<file path="src/rtl/link_status_pkg.sv">
// package of constants and types for the internal link state report register
// Summary of operation
// - the four-bit speed field in bits 3:0 reports an index where code 1 points at vector bit 0 up to code 7 for bit 6.
// - speed codes outside 1..7 are never reported, and the field has no meaning while the link is down.
// - without live speed reporting the speed field shows a fixed constant.
// - the six-bit width field in bits 9:4 reports lanes as 1,2,4,8,12,16,32 with their codes, never a reserved code.
// - without live width reporting the width field shows a fixed constant.
`default_nettype none
package link_status_pkg;

	// ----------------------------------------
	// register map
	// ----------------------------------------
	localparam logic [11:0] link_state_index = 12'h00a; // register index, not word aligned
	localparam logic [11:0] link_state_addr = 12'h028; // byte address = index times four
	localparam int speed_lsb = 0;
	localparam int speed_msb = 3;
	localparam int width_lsb = 4;
	localparam int width_msb = 9;

	// ----------------------------------------
	// encodings
	// ----------------------------------------
	localparam logic [3:0] speed_min = 4'h1;
	localparam logic [3:0] speed_max = 4'h7;
	localparam logic [3:0] speed_fixed = 4'h1;
	localparam logic [5:0] width_x1 = 6'h01;
	localparam logic [5:0] width_x2 = 6'h02;
	localparam logic [5:0] width_x4 = 6'h04;
	localparam logic [5:0] width_x8 = 6'h08;
	localparam logic [5:0] width_x12 = 6'h0c;
	localparam logic [5:0] width_x16 = 6'h10;
	localparam logic [5:0] width_x32 = 6'h20;
	localparam logic [5:0] width_fixed = 6'h01;
	localparam logic [31:0] reset_value = 32'h0000_0000;

	// link state as handed in by training logic
	typedef struct packed {
		logic up;
		logic [3:0] speed;
		logic [5:0] width;
	} link_state_t;

	typedef enum logic [0:0] {
		acc_idle = 1'b0,
		acc_busy = 1'b1
	} acc_state_t;

endpackage
`default_nettype wire

</file>
<file path="src/rtl/root_link_status_reg.sv">
// apb slave presenting the internal link state report register
`timescale 1ns/1ps
`default_nettype none
module root_link_status_reg #(
	parameter bit live_speed = 1'b1,
	parameter bit live_width = 1'b1
) (
	input wire logic clk_sys,
	input wire logic reset,
	input wire logic psel,
	input wire logic penable,
	input wire logic pwrite,
	input wire logic [11:0] paddr,
	input wire logic [31:0] pwdata,
	input wire logic [3:0] pstrb,
	output logic pready,
	output logic pslverr,
	output logic [31:0] prdata,
	input wire link_status_pkg::link_state_t link_in
);
	import link_status_pkg::*;

	// ----------------------------------------
	// validity checks on training inputs
	// ----------------------------------------
	function automatic logic width_ok(input logic [5:0] w);
		case (w)
			width_x1, width_x2, width_x4, width_x8, width_x12, width_x16, width_x32: width_ok = 1'b1;
			default: width_ok = 1'b0;
		endcase
	endfunction

	function automatic logic speed_ok(input logic [3:0] s);
		speed_ok = (s >= speed_min) && (s <= speed_max);
	endfunction

	// ----------------------------------------
	// address and read word
	// ----------------------------------------
	// address decode, shared by the error flag and the read path
	function automatic logic addr_hit(input logic [11:0] a);
		addr_hit = (a == link_state_addr);
	endfunction

	// places both fields in the read word, the upper bits stay zero
	function automatic logic [31:0] pack_report(input logic [3:0] s, input logic [5:0] w);
		pack_report = reset_value;
		pack_report[speed_msb:speed_lsb] = s;
		pack_report[width_msb:width_lsb] = w;
	endfunction

	// ----------------------------------------
	// registers and wires
	// ----------------------------------------
	link_state_t link_s1_q, link_s2_q, link_s3_q;
	logic link_steady;
	logic [3:0] speed_q;
	logic [5:0] width_q;
	acc_state_t st_q, st_d;
	logic [31:0] rdata_q, rdata_d;
	logic err_q, err_d;
	logic access_start;
	logic read_hit;

	// ----------------------------------------
	// link state synchroniser
	// ----------------------------------------
	// two flops against metastability, a third keeps the word of the edge before
	always_ff @(posedge clk_sys or posedge reset) begin
		if (reset) begin
			link_s1_q <= '0;
			link_s2_q <= '0;
			link_s3_q <= '0;
		end else begin
			link_s1_q <= link_in;
			link_s2_q <= link_s1_q;
			link_s3_q <= link_s2_q;
		end
	end

	// the bits of one update may cross on different edges, so a word counts only
	// once it has been seen on two edges in a row, and only while the link is up
	assign link_steady = (link_s2_q == link_s3_q) && link_s2_q.up;

	// ----------------------------------------
	// current speed field
	// ----------------------------------------
	generate
		if (live_speed) begin : g_speed_live
			logic [3:0] speed_d;
			// a legal code of an up link is taken, anything else keeps the last one
			always_comb begin
				speed_d = speed_q;
				if (link_steady && speed_ok(link_s2_q.speed)) begin
					speed_d = link_s2_q.speed;
				end
			end

			// field register, no path from the bus reaches it
			always_ff @(posedge clk_sys or posedge reset) begin
				if (reset) begin
					speed_q <= speed_fixed;
				end else begin
					speed_q <= speed_d;
				end
			end
		end else begin : g_speed_fixed
			// no live reporting on this link: the field is a constant
			assign speed_q = speed_fixed;
		end
	endgenerate

	// ----------------------------------------
	// negotiated width field
	// ----------------------------------------
	generate
		if (live_width) begin : g_width_live
			logic [5:0] width_d;
			// a legal lane code of an up link is taken, anything else keeps the last one
			always_comb begin
				width_d = width_q;
				if (link_steady && width_ok(link_s2_q.width)) begin
					width_d = link_s2_q.width;
				end
			end

			// field register, no path from the bus reaches it
			always_ff @(posedge clk_sys or posedge reset) begin
				if (reset) begin
					width_q <= width_fixed;
				end else begin
					width_q <= width_d;
				end
			end
		end else begin : g_width_fixed
			// no live reporting on this link: the field is a constant
			assign width_q = width_fixed;
		end
	endgenerate

	// ----------------------------------------
	// apb access sequencing
	// ----------------------------------------
	// an access is taken in its first access cycle and answered in the next
	assign access_start = psel && penable && (st_q == acc_idle);
	// only a read of the mapped word returns the fields, writes change nothing
	assign read_hit = access_start && !pwrite && addr_hit(paddr);
	// pwdata and pstrb are accepted and dropped: both fields are read-only

	// next state: idle, then one busy cycle that carries pready
	always_comb begin
		st_d = st_q;
		case (st_q)
			acc_idle: begin
				if (access_start) begin
					st_d = acc_busy;
				end
			end
			acc_busy: begin
				st_d = acc_idle;
			end
			default: begin
				st_d = acc_idle;
			end
		endcase
	end

	// access state register
	always_ff @(posedge clk_sys or posedge reset) begin
		if (reset) begin
			st_q <= acc_idle;
		end else begin
			st_q <= st_d;
		end
	end

	// ----------------------------------------
	// read data and error
	// ----------------------------------------
	// read word is loaded as an access is taken and held until the next one
	always_comb begin
		rdata_d = rdata_q;
		if (read_hit) begin
			rdata_d = pack_report(speed_q, width_q);
		end else if (access_start) begin
			rdata_d = reset_value; // writes and unmapped reads return zero
		end
	end

	// read data register
	always_ff @(posedge clk_sys or posedge reset) begin
		if (reset) begin
			rdata_q <= reset_value;
		end else begin
			rdata_q <= rdata_d;
		end
	end

	// error flag: set for an unmapped address, kept through the busy cycle
	always_comb begin
		err_d = 1'b0;
		if (access_start) begin
			err_d = !addr_hit(paddr);
		end else if (st_q == acc_busy) begin
			err_d = err_q;
		end
	end

	// error register
	always_ff @(posedge clk_sys or posedge reset) begin
		if (reset) begin
			err_q <= 1'b0;
		end else begin
			err_q <= err_d;
		end
	end

	// ----------------------------------------
	// bus outputs
	// ----------------------------------------
	// ready decodes from the state, error is its register gated by ready, read data comes from its register
	assign pready = (st_q == acc_busy);
	assign pslverr = pready && err_q;
	assign prdata = rdata_q;

endmodule
`default_nettype wire

</file>
<file path="config.mk">
export PLATFORM = sky130hd
export DESIGN_NAME = root_link_status_reg
export DESIGN_NICKNAME = d
export VERILOG_FILES = /design/src/rtl/link_status_pkg.sv /design/src/rtl/root_link_status_reg.sv
export SDC_FILE = /design/constraint.sdc
export NUM_CORES = 1
export LEC_CHECK = 0
export BUFFER_PORTS_ARGS = -buffer_cell sky130_fd_sc_hd__buf_4
export CORE_AREA = 2 2 55 95
export CTS_BUF_LIST = sky130_fd_sc_hd__clkbuf_8
export DETAILED_ROUTE_END_ITERATION = 8
export DIE_AREA = 0 0 57 97
export PLACE_DENSITY = 0.79
export SLEW_MARGIN = 40
export SYNTH_ARGS = -nofsm -noshare
export SYNTH_HDL_FRONTEND = slang
export SYNTH_SLANG_ARGS = --single-unit
</file>
<file path="constraint.sdc">
create_clock -name clk_sys -period 2 [get_ports clk_sys]
set_input_delay 0.4 -clock clk_sys [delete_from_list [all_inputs] [get_ports clk_sys]]
set_output_delay 0.4 -clock clk_sys [all_outputs]
set_load 0.02 [all_outputs]
</file>
# Word level (Yosys, flattened, before mapping)

Index checks and enable logic that the tools add are counted.

Magnitude comparators: 2
Eq/ne operators: 10
Mux-type cells: 7
Bitwise gates (word level): 1
Reductions and logical operators: 13

Operator list:

| kind                                                                             | number |
|---|---|
| 32-bit 2-to-1 mux                                                                | 2 |
| 12-bit by 6-bit equality test with 1-bit output, second input constant           | 1 |
| 6-bit by 4-bit equality test with 1-bit output, second input constant            | 2 |
| 11-bit equality test                                                             | 1 |
| 1-bit logical AND                                                                | 9 |
| 7-bit OR reduction                                                               | 1 |
| 6-bit by 1-bit equality test with 1-bit output, second input constant            | 1 |
| 6-bit by 2-bit equality test with 1-bit output, second input constant            | 1 |
| 6-bit by 3-bit equality test with 1-bit output, second input constant            | 1 |
| 6-bit by 5-bit equality test with 1-bit output, second input constant            | 1 |
| 6-bit equality test, second input constant                                       | 1 |
| 4-bit by 1-bit >= comparator with 1-bit output, second input constant            | 1 |
| 4-bit by 3-bit less-or-equal comparator with 1-bit output, second input constant | 1 |
| 1-bit 2-to-1 mux                                                                 | 4 |
| 1-bit zero test                                                                  | 2 |
| 2-bit by 1-bit inequality test with 1-bit output, second input constant          | 1 |
| 1-bit one-hot mux with 2 select lines                                            | 1 |
| 2-bit nonzero test                                                               | 1 |
| 1-bit NOT                                                                        | 1 |

Register bits after elaboration: 77
Output and inout bits: 34
Word-level logic and storage cells: 47

# Longest topological paths before layout

Gate-level depths: netlist (run 1).

Depth in word-level cells: 5
Mapped depth: 5
Mapped depth without buffers: 5

# Least setup slack after synthesis (run 1)

OpenSTA, ideal clock, no wires.

Kind: register -> register
Start: reg link_s2_q[9] (netlist name)
End: reg speed_q[1]
Library setup time: 121 ps
Arrival time: 1650 ps
Data required time: 1879 ps
Slack: 229 ps
Stages on the path, launching flop included: 6
Buffers on the path: 0
Period minus slack after synthesis: 1771 ps
Path through: dfrtp_1 > xor2_1 > or4_4 > nor4_4 > o21ai_0 > a22o_1

Cells in the longest elaborated chain, start to end: 3
Elaborated cells on any way between the ends: 6
Those cells by class: order compare (2); eq/ne (1); reduce/logical (3)

RTL lines:

| item                                                                   | RTL line                                               | text |
|---|---|---|
| start, declared                                                        | root_link_status_reg.sv:55                             | `link_state_t link_s1_q, link_s2_q, link_s3_q;` |
| start signal, assigned                                                 | root_link_status_reg.sv:76                             | `link_s2_q <= link_s1_q;` |
| 4-bit by 1-bit >= comparator with 1-bit output (tied with other cells) | root_link_status_reg.sv:34                             | `speed_ok = (s >= speed_min) && (s <= speed_max);` |
| 1-bit logical AND (on tied branches)                                   | root_link_status_reg.sv:34, root_link_status_reg.sv:83 |  |
| 1-bit logical AND *                                                    | root_link_status_reg.sv:94                             | `if (link_steady && speed_ok(link_s2_q.speed)) begin` |
| end signal, assigned                                                   | root_link_status_reg.sv:102                            | `speed_q <= speed_fixed;` |
| end signal, assigned                                                   | root_link_status_reg.sv:104                            | `speed_q <= speed_d;` |
| end, declared                                                          | root_link_status_reg.sv:57                             | `logic [3:0] speed_q;` |

Mark *: on every way between the ends. The rest lies on a longest branch, timed or not.
A chain may end at the register's enable or synchronous reset.

# Worst setup path in the final report (run 1)

Start: reg link_s2_q[7] (netlist name)
End: reg speed_q[2]

The elaborated chain is that of the path after synthesis.

==> impl_metrics.env, run 1 <==
export IMPL_port_buffers=39
export IMPL_fp_dieW_um=57
export IMPL_pwr_density_cell_nw_per_um2=760.7
export IMPL_clk_latency_ps=300
export IMPL_max_cap_viol_count=0
export IMPL_ys_top_cells_by_area="sky130_fd_sc_hd__dfrtp_1 64%, sky130_fd_sc_hd__buf_4 8.0%, sky130_fd_sc_hd__a22o_1 5.1%"
export IMPL_detailroute_wirelength_met3_um=262
export IMPL_setup_reg_to_reg_worst_slack_ps=110
export IMPL_clock_tree_root_cell="sky130_fd_sc_hd__clkbuf_8"
export IMPL_synth_top_flop_cell="sky130_fd_sc_hd__dfrtp_1"
export IMPL_synth_async_reset_ratio_pct=100.0
export IMPL_detail_route_wirelength_met1_um=1162
export IMPL_fraction_of_layout_cells_with_a_size_suffix_above_1_pct=39.09
export IMPL_sw_frac_of_total_pct=24.08
export IMPL_worst_slack_ps=111.9
export IMPL_crit_type="reg2reg"
export IMPL_vdd_ir_drop_worst_uv=660.9
export IMPL_fmaxAchievable_mhz=529.6
export IMPL_clock_sinks=55
export IMPL_place_detailed_hpwl_um=2416
export IMPL_synth_sequential_area_ratio_pct=66.83
export IMPL_routed_via_count=1199
export IMPL_leakage_nw=1.225
export IMPL_yosys_register_bits=55
export IMPL_cts_buffers_inserted=5
export IMPL_gp_congestion=0.7563
export IMPL_totalNegativeSetupSlack_ps=0
export IMPL_status="completed"
export IMPL_hold_buffers=0
export IMPL_ctsHtreeMaxLevel=2
export IMPL_clock_tree_skew_after_final_layout_ps=6.809
export IMPL_internal_power_mw=1.467
export IMPL_synthCells=142
export IMPL_grt_antenna_before_repair=0
export IMPL_routed_wl_met2_um=1660
export IMPL_grt_ovfl_total=0
export IMPL_min_period_over_period_pct=94.41
export IMPL_comb_power_share_pct=9.1
export IMPL_global_route_usage_total_pct=11.96
export IMPL_cts_root_to_sink_buffers=2
export IMPL_time_the_worst_path_needs_with_i_o_delays_and_setup_ps=1888
export IMPL_netlist_top_cell_by_area="sky130_fd_sc_hd__dfrtp_1"
export IMPL_tritoncts_clock_tree="yes"
export IMPL_initial_core_util_pct=43.83
export IMPL_yosys_cell_count_top_type="sky130_fd_sc_hd__dfrtp_1"
export IMPL_syn2layout_area_growth_pct=23.11
export IMPL_nets=260
export IMPL_synth_area_um2=2063
export IMPL_grt_pass1_vias=1165
export IMPL_synth_edf_count=0
export IMPL_die_height_um=97
export IMPL_power_switching_uw=465.2
export IMPL_first_pass_grt_wire_length_um=5030
export IMPL_setup_worst_path_start_class="flip-flop"
export IMPL_antenna_cells=0
export IMPL_power_frac_seq_pct=60.6
export IMPL_remaining_drc_errors=0
export IMPL_top_level_ports=98
export IMPL_drt_iter0_markers=19
export IMPL_num_rows=33
export IMPL_final_cell_count_no_fill=249
export IMPL_avgViaCountPerCell=4.815
export IMPL_dp_slack_ps=61.15
export IMPL_top_cells_by_count_synth="53 x sky130_fd_sc_hd__dfrtp_1, 22 x sky130_fd_sc_hd__buf_4, 12 x sky130_fd_sc_hd__a22o_1"
export IMPL_final_hold_violation_count=0
export IMPL_wire_per_inst_um=12.61
export IMPL_antenna_violating_nets_post_route=0
export IMPL_firstDrtPassIters=4
export IMPL_crit_fanout=6
export IMPL_slew_violations=0
export IMPL_share_clk_of_total_power_pct=30.3
export IMPL_worst_setup_path_end_kind="flip-flop"
export IMPL_floorplan_die_area_um2=5529
export IMPL_yosys_warning_count=0
export IMPL_final_setup_viol_count=0
export IMPL_worst_ep_required_time_ps=2200
export IMPL_synth_distinct_cells=30
export IMPL_hold_class="in2async"
export IMPL_route_top_layer_used="met4"
export IMPL_placed_cells_incl_taps=240
export IMPL_finalWirelength_um=3141
export IMPL_grt_setup_unrepaired="no"
export IMPL_coreArea_um2=4707
export IMPL_postSynthAreaPerCell_um2=14.53
export IMPL_clk_pin_slew_ps=90
export IMPL_synth_largest_type_area_fraction_pct=64.28
export IMPL_worst_endpoint_arrival_ps=2090
export IMPL_grt_max_degree=24
what timing repair did:
action,CTS,global route
endpoints found under the setup margin,0,8
gates resized for setup,0,5
setup buffers,0,1
path summary, 6_finish.rpt:
kind	cells past startpoint	from	to
setup / recovery	5	link_s2_q[7]$_DFF_PP0_	speed_q[2]$_DFFE_PP0P_
hold / removal	2	reset	link_s1_q[9]$_DFF_PP0_
setup reg to reg	5	link_s2_q[7]$_DFF_PP0_	speed_q[2]$_DFFE_PP0P_
hold reg to reg	0	link_s1_q[4]$_DFF_PP0_	link_s2_q[4]$_DFF_PP0_
max in group asynchronous	3	reset	speed_q[0]$_DFFE_PP1P_
min in group clk_sys	1	link_in[6]	link_s1_q[6]$_DFF_PP0_
flip-flops by register name, summed over array words and instances (netlist names):
name / cells
link_s1_q: 11
link_s2_q: 11
link_s3_q: 11
prdata: 10
width_q: 6
speed_q: 4
err_q: 1
pready: 1
cell type report:
class	count	area, um^2
timing repair buffer	49	380.4
clock buffer	5	68.82
multi-input combinational	83	618.1
tap	52	65.06
sequential	55	1380
fill	407	2167
inverter	2	7.507
clock inverter	3	20.02
critical path, cell delays in order, from the launching register on:
cell,delay (ps)
sky130_fd_sc_hd__dfrtp_2,450
sky130_fd_sc_hd__xor2_1,190
sky130_fd_sc_hd__or4_4,530
sky130_fd_sc_hd__nor4_4,270
sky130_fd_sc_hd__o21ai_0,150
sky130_fd_sc_hd__a22o_1,190
per-stage QoR:
step	total power [mW]	area (um^2)	hold WS, ps	util (%)
after floorplan	1.318	2142	331.2	-
after global placement	1.357	2411	331.3	51.22
after detailed placement	1.365	2411	335.8	51.22
after CTS	1.950	2500	83.59	53.11
after global routing	2.011	2540	91.25	53.96
final	1.932	2540	77.52	53.96
cells in the final DEF, fill, tap and decap left out:
| master | synthesis | routed |
|---|---|---|
| sky130_fd_sc_hd__nor2_1 | 3 | 3 |
| sky130_fd_sc_hd__a22o_1 | 12 | 12 |
| sky130_fd_sc_hd__xnor2_1 | 8 | 5 |
| sky130_fd_sc_hd__nand3_1 | 2 | 2 |
| sky130_fd_sc_hd__o21ai_1 | 1 | 1 |
| sky130_fd_sc_hd__nor3_2 | 1 | 1 |
| sky130_fd_sc_hd__o21ai_0 | 3 | 3 |
| sky130_fd_sc_hd__nand3b_1 | 3 | 3 |
| sky130_fd_sc_hd__nor4_1 | 2 | 2 |
| sky130_fd_sc_hd__nand4b_1 | 1 | 1 |
| sky130_fd_sc_hd__buf_12 | 0 | 1 |
| sky130_fd_sc_hd__inv_2 | 0 | 1 |
| sky130_fd_sc_hd__nor3_1 | 3 | 3 |
| sky130_fd_sc_hd__dfrtp_2 | 0 | 1 |
| sky130_fd_sc_hd__a31oi_4 | 0 | 1 |
| sky130_fd_sc_hd__clkinv_2 | 0 | 1 |
| sky130_fd_sc_hd__and4bb_2 | 1 | 1 |
| sky130_fd_sc_hd__xor2_1 | 3 | 3 |
| sky130_fd_sc_hd__conb_1 | 1 | 22 |
| sky130_fd_sc_hd__buf_4 | 22 | 48 |
| sky130_fd_sc_hd__o31a_2 | 1 | 1 |
| sky130_fd_sc_hd__or4_4 | 1 | 1 |
| sky130_fd_sc_hd__clkbuf_8 | 0 | 5 |
| sky130_fd_sc_hd__nor4_4 | 1 | 1 |
| sky130_fd_sc_hd__a22o_2 | 1 | 1 |
| sky130_fd_sc_hd__dfstp_2 | 2 | 2 |
| sky130_fd_sc_hd__xnor2_2 | 0 | 3 |
| sky130_fd_sc_hd__and2_1 | 1 | 1 |
| sky130_fd_sc_hd__inv_1 | 2 | 1 |
| sky130_fd_sc_hd__mux2_2 | 6 | 6 |
| sky130_fd_sc_hd__dfrtp_1 | 53 | 52 |
| sky130_fd_sc_hd__a21o_1 | 1 | 1 |
| sky130_fd_sc_hd__nand2_1 | 1 | 1 |
| sky130_fd_sc_hd__nand4_1 | 2 | 2 |
| sky130_fd_sc_hd__clkinvlp_4 | 0 | 2 |
| sky130_fd_sc_hd__nor4b_1 | 2 | 2 |
layer usage:
metal | GRT usage (%) | vias up
met1 | 12.73 | 576
li1 | - | 563
met2 | 20.34 | 55
met4 | 7.513 | 0
met5 | 0 | -
met3 | 3.075 | 5
kinds of logic (layout without fill, tap and decap cells):
logic type,after synthesis,count (layout),share of synthesized area [%]
other,1,22,0.1818
multiplexers,6,6,3.274
flip-flops,55,55,66.83
XOR/XNOR,11,11,4.670
AO/OA/AOI/OAI,20,20,8.004
AND/OR/NAND/NOR,24,24,8.490
buffers and inverters,25,59,8.551
power groups by stage:
| stage | Clock, mW | Sequential, mW | Combinational (mW) |
|---|---|---|---|
| detailed placement | 0 | 1.19 | 0.173 |
| finish | 0.586 | 1.17 | 0.176 |
| global placement | 0 | 1.19 | 0.169 |
| floorplan | 0 | 1.19 | 0.126 |
| CTS | 0.607 | 1.17 | 0.174 |
| global route | 0.642 | 1.18 | 0.193 |
(Power assumes the default switching activity.)
==> run 2: changes to the inputs <==
--- a/config.mk
+++ b/config.mk
@@ -5,12 +5,14 @@
 export SDC_FILE = /design/constraint.sdc
 export NUM_CORES = 1
 export LEC_CHECK = 0
+export ABC_AREA = 1
 export BUFFER_PORTS_ARGS = -buffer_cell sky130_fd_sc_hd__buf_4
-export CORE_AREA = 2 2 55 95
+export CORE_AREA = 2 2 57 98
 export CTS_BUF_LIST = sky130_fd_sc_hd__clkbuf_8
+export CTS_CLUSTER_DIAMETER = 80
 export DETAILED_ROUTE_END_ITERATION = 8
-export DIE_AREA = 0 0 57 97
-export PLACE_DENSITY = 0.79
+export DIE_AREA = 0 0 59 100
+export PLACE_DENSITY = 0.78
 export SLEW_MARGIN = 40
 export SYNTH_ARGS = -nofsm -noshare
 export SYNTH_HDL_FRONTEND = slang
==> run 2 against run 1 <==
Net effect:
- design area grew 2.6%
- combinational power shrank 3%
- synthesized area grew 7.2%
- sequential power is essentially flat
- clock power grew 18%
- non-clock buffer count shrank 7
- largest cell class unchanged
- highest routed layer unchanged
==> impl_metrics.env, run 2 <==
export IMPL_status="completed"
export IMPL_antenna_violating_nets_post_route=0
export IMPL_synth_largest_type_area_fraction_pct=59.95
export IMPL_max_cap_viol_count=0
export IMPL_vdd_ir_drop_worst_uv=570.0
export IMPL_worst_setup_path_end_kind="flip-flop"
export IMPL_sw_frac_of_total_pct=22.68
export IMPL_yosys_warning_count=0
export IMPL_layout_common_cells="79 x sky130_fd_sc_hd__nand2_1, 53 x sky130_fd_sc_hd__dfrtp_1, 41 x sky130_fd_sc_hd__buf_4"
export IMPL_worst_slack_ps=342.0
export IMPL_setup_worst_path_start_class="flip-flop"
export IMPL_relSlewSlack_pct=54.51
export IMPL_die_height_um=100
export IMPL_floorplan_die_area_um2=5900
export IMPL_timing_worst_slew_pin_value_ps=679.9
export IMPL_postSynthAreaPerCell_um2=9.535
export IMPL_power_frac_seq_pct=57.6
export IMPL_synth_distinct_cells=22
export IMPL_synth_area_um2=2212
export IMPL_initial_core_util_pct=42.81
export IMPL_crit_type="reg2reg"
export IMPL_slew_violations=0
export IMPL_synth_sequential_area_ratio_pct=62.33
export IMPL_crit_fanout=11
export IMPL_totalNegativeSetupSlack_ps=0
export IMPL_clk_pin_slew_ps=90
export IMPL_gp_congestion=0.8175
export IMPL_crit_path_cells="inv_2 > nand2_1 > nand2_1 > nor2_1 > nand2_1 > nor2_4 > nand3_1 > nand2_1 > nand2_1"
export IMPL_power_switching_uw=462.5
export IMPL_top_level_ports=98
export IMPL_netlist_top_cell_by_area="sky130_fd_sc_hd__dfrtp_1"
export IMPL_nets=340
export IMPL_fmaxAchievable_mhz=603.1
export IMPL_yosys_register_bits=55
export IMPL_clock_tree_skew_after_final_layout_ps=2.930
export IMPL_pwr_density_cell_nw_per_um2=782.3
export IMPL_synth_edf_count=0
export IMPL_num_rows=35
export IMPL_tritoncts_clock_tree="yes"
export IMPL_fill_cells=501
export IMPL_first_pass_grt_wire_length_um=5989
export IMPL_hold_class="in2async"
export IMPL_cts_buffers_inserted=5
export IMPL_yosys_cell_count_top_type="sky130_fd_sc_hd__nand2_1"
export IMPL_top_cells_by_count_synth="79 x sky130_fd_sc_hd__nand2_1, 53 x sky130_fd_sc_hd__dfrtp_1, 23 x sky130_fd_sc_hd__buf_4, 23 x sky130_fd_sc_hd__inv_1, 14 x sky130_fd_sc_hd__nor2_1"
export IMPL_cp_num_buf_inv=1
export IMPL_worst_ep_required_time_ps=2190
export IMPL_finalWirelength_um=3546
export IMPL_drt_iter0_markers=37
export IMPL_routed_via_count=1528
export IMPL_ctsHtreeMaxLevel=2
export IMPL_synthCells=232
export IMPL_critical_path_slowest_cell="sky130_fd_sc_hd__dfrtp_1"
export IMPL_share_clk_of_total_power_pct=34.0
export IMPL_remaining_drc_errors=0
export IMPL_dp_slack_ps=259.3
export IMPL_grt_ovfl_total=0
export IMPL_grt_pass1_vias=1509
export IMPL_reg_top3="link_s1_q: 11 flops, link_s2_q: 11 flops, link_s3_q: 11 flops"
export IMPL_final_hold_violation_count=0
export IMPL_min_period_over_period_pct=82.90
export IMPL_grt_max_degree=34
export IMPL_timing_critical_path_mode_cell="sky130_fd_sc_hd__nand2_1"
export IMPL_utilization_pct=50.44
export IMPL_antenna_cells=0
export IMPL_critPathMaxStageDelay_ps=460
export IMPL_placed_cells_incl_taps=324
export IMPL_comb_power_share_pct=8.4
export IMPL_grt_setup_unrepaired="no"
export IMPL_holdWs_ps=117.3
export IMPL_wire_per_inst_um=10.71
export IMPL_synth_top_flop_cell="sky130_fd_sc_hd__dfrtp_1"
export IMPL_sequential_cell_area_um2=1379
export IMPL_place_detailed_hpwl_um=2553
export IMPL_critPathTopFamily="simple AND/OR/NAND/NOR gates"
export IMPL_avgViaCountPerCell=4.616
export IMPL_fraction_of_layout_cells_with_a_size_suffix_above_1_pct=20.65
export IMPL_grt_antenna_before_repair=0
export IMPL_mostFrequentLayoutCell="sky130_fd_sc_hd__nand2_1"
export IMPL_port_buffers=39
export IMPL_post_cts_setup_bufs=0
export IMPL_hold_buffers=0
export IMPL_leakage_nw=1.470
export IMPL_ys_top_cells_by_area="sky130_fd_sc_hd__dfrtp_1 60%, sky130_fd_sc_hd__nand2_1 13%, sky130_fd_sc_hd__buf_4 7.8%"
export IMPL_synth_async_reset_ratio_pct=100.0
export IMPL_final_setup_viol_count=0
export IMPL_clock_sinks=55
export IMPL_clock_tree_root_cell="sky130_fd_sc_hd__clkbuf_8"
export IMPL_cts_root_to_sink_buffers=2
export IMPL_coreArea_um2=5167
export IMPL_clk_latency_ps=300
export IMPL_final_cell_count_no_fill=331
export IMPL_firstDrtPassIters=5
export IMPL_global_route_usage_total_pct=13.28
export IMPL_time_the_worst_path_needs_with_i_o_delays_and_setup_ps=1658
export IMPL_multi_input_area_um2=626.9
export IMPL_fp_dieW_um=59
export IMPL_worst_endpoint_arrival_ps=1850
export IMPL_syn2layout_area_growth_pct=17.82
export IMPL_internal_power_mw=1.576
-- run 2: layer usage --
metal / vias to the layer above / global-route usage [%] / wire length [um]
li1: 749 / - / -
met5: - / 0 / 0
met2: 66 / 23.50 / 1827
met4: 0 / 8.042 / 124
met3: 11 / 4.124 / 263
met1: 702 / 12.89 / 1330
-- run 2: what timing repair did --
item                                   4_1_cts  5_1_grt
endpoints found under the hold margin        0        0
setup endpoints to repair                    0        4
resized for setup                            0        1
-- run 2: power groups by stage --
stage	logic [mW]	clock network, mW	registers, mW
floorplan	0.139	0	1.19
global placement	0.167	0	1.19
detailed placement	0.171	0	1.20
CTS	0.172	0.710	1.17
global route	0.193	0.761	1.18
finish	0.171	0.694	1.17
-- run 2: metrics by stage --
stage / instance area (um^2) / power (mW)
after floorplan: 2291 / 1.329
after global routing: 2606 / 2.134
after CTS: 2601 / 2.056
after detailed placement: 2495 / 1.367
after global placement: 2495 / 1.359
final: 2606 / 2.039
-- run 2: cell type report --
class,count,area share [%]
sequential,55,52.90
multi-input combinational,146,24.05
timing repair buffer,42,12.58
inverter,26,3.745
clock buffer,5,2.640
tap,55,2.640
clock inverter,2,1.440
-- run 2: worst paths after layout --
kind | from | to | slack [ps] | cells past startpoint
max | link_s2_q[0]$_DFF_PP0_ | width_q[2]$_DFFE_PP0P_ | 340 | 9
min | reset | link_s1_q[10]$_DFF_PP0_ | 120 | 2
max reg2reg | link_s2_q[0]$_DFF_PP0_ | width_q[2]$_DFFE_PP0P_ | 340 | 9
min reg2reg | link_s1_q[10]$_DFF_PP0_ | link_s2_q[10]$_DFF_PP0_ | 350 | 0
max in group asynchronous | reset | width_q[0]$_DFFE_PP1P_ | 1290 | 3
min in group clk_sys | link_in[6] | link_s1_q[6]$_DFF_PP0_ | 200 | 1
-- run 2: kinds of logic after synthesis --
family	after synthesis	share of synthesized area, %
xor gates and xnor gates	1	0.3960
and+or+nand+nor	121	23.47
DFF	55	62.33
buffers and inverters	52	13.12
other	1	0.1695
AOI/OAI and AO/OA	2	0.5090
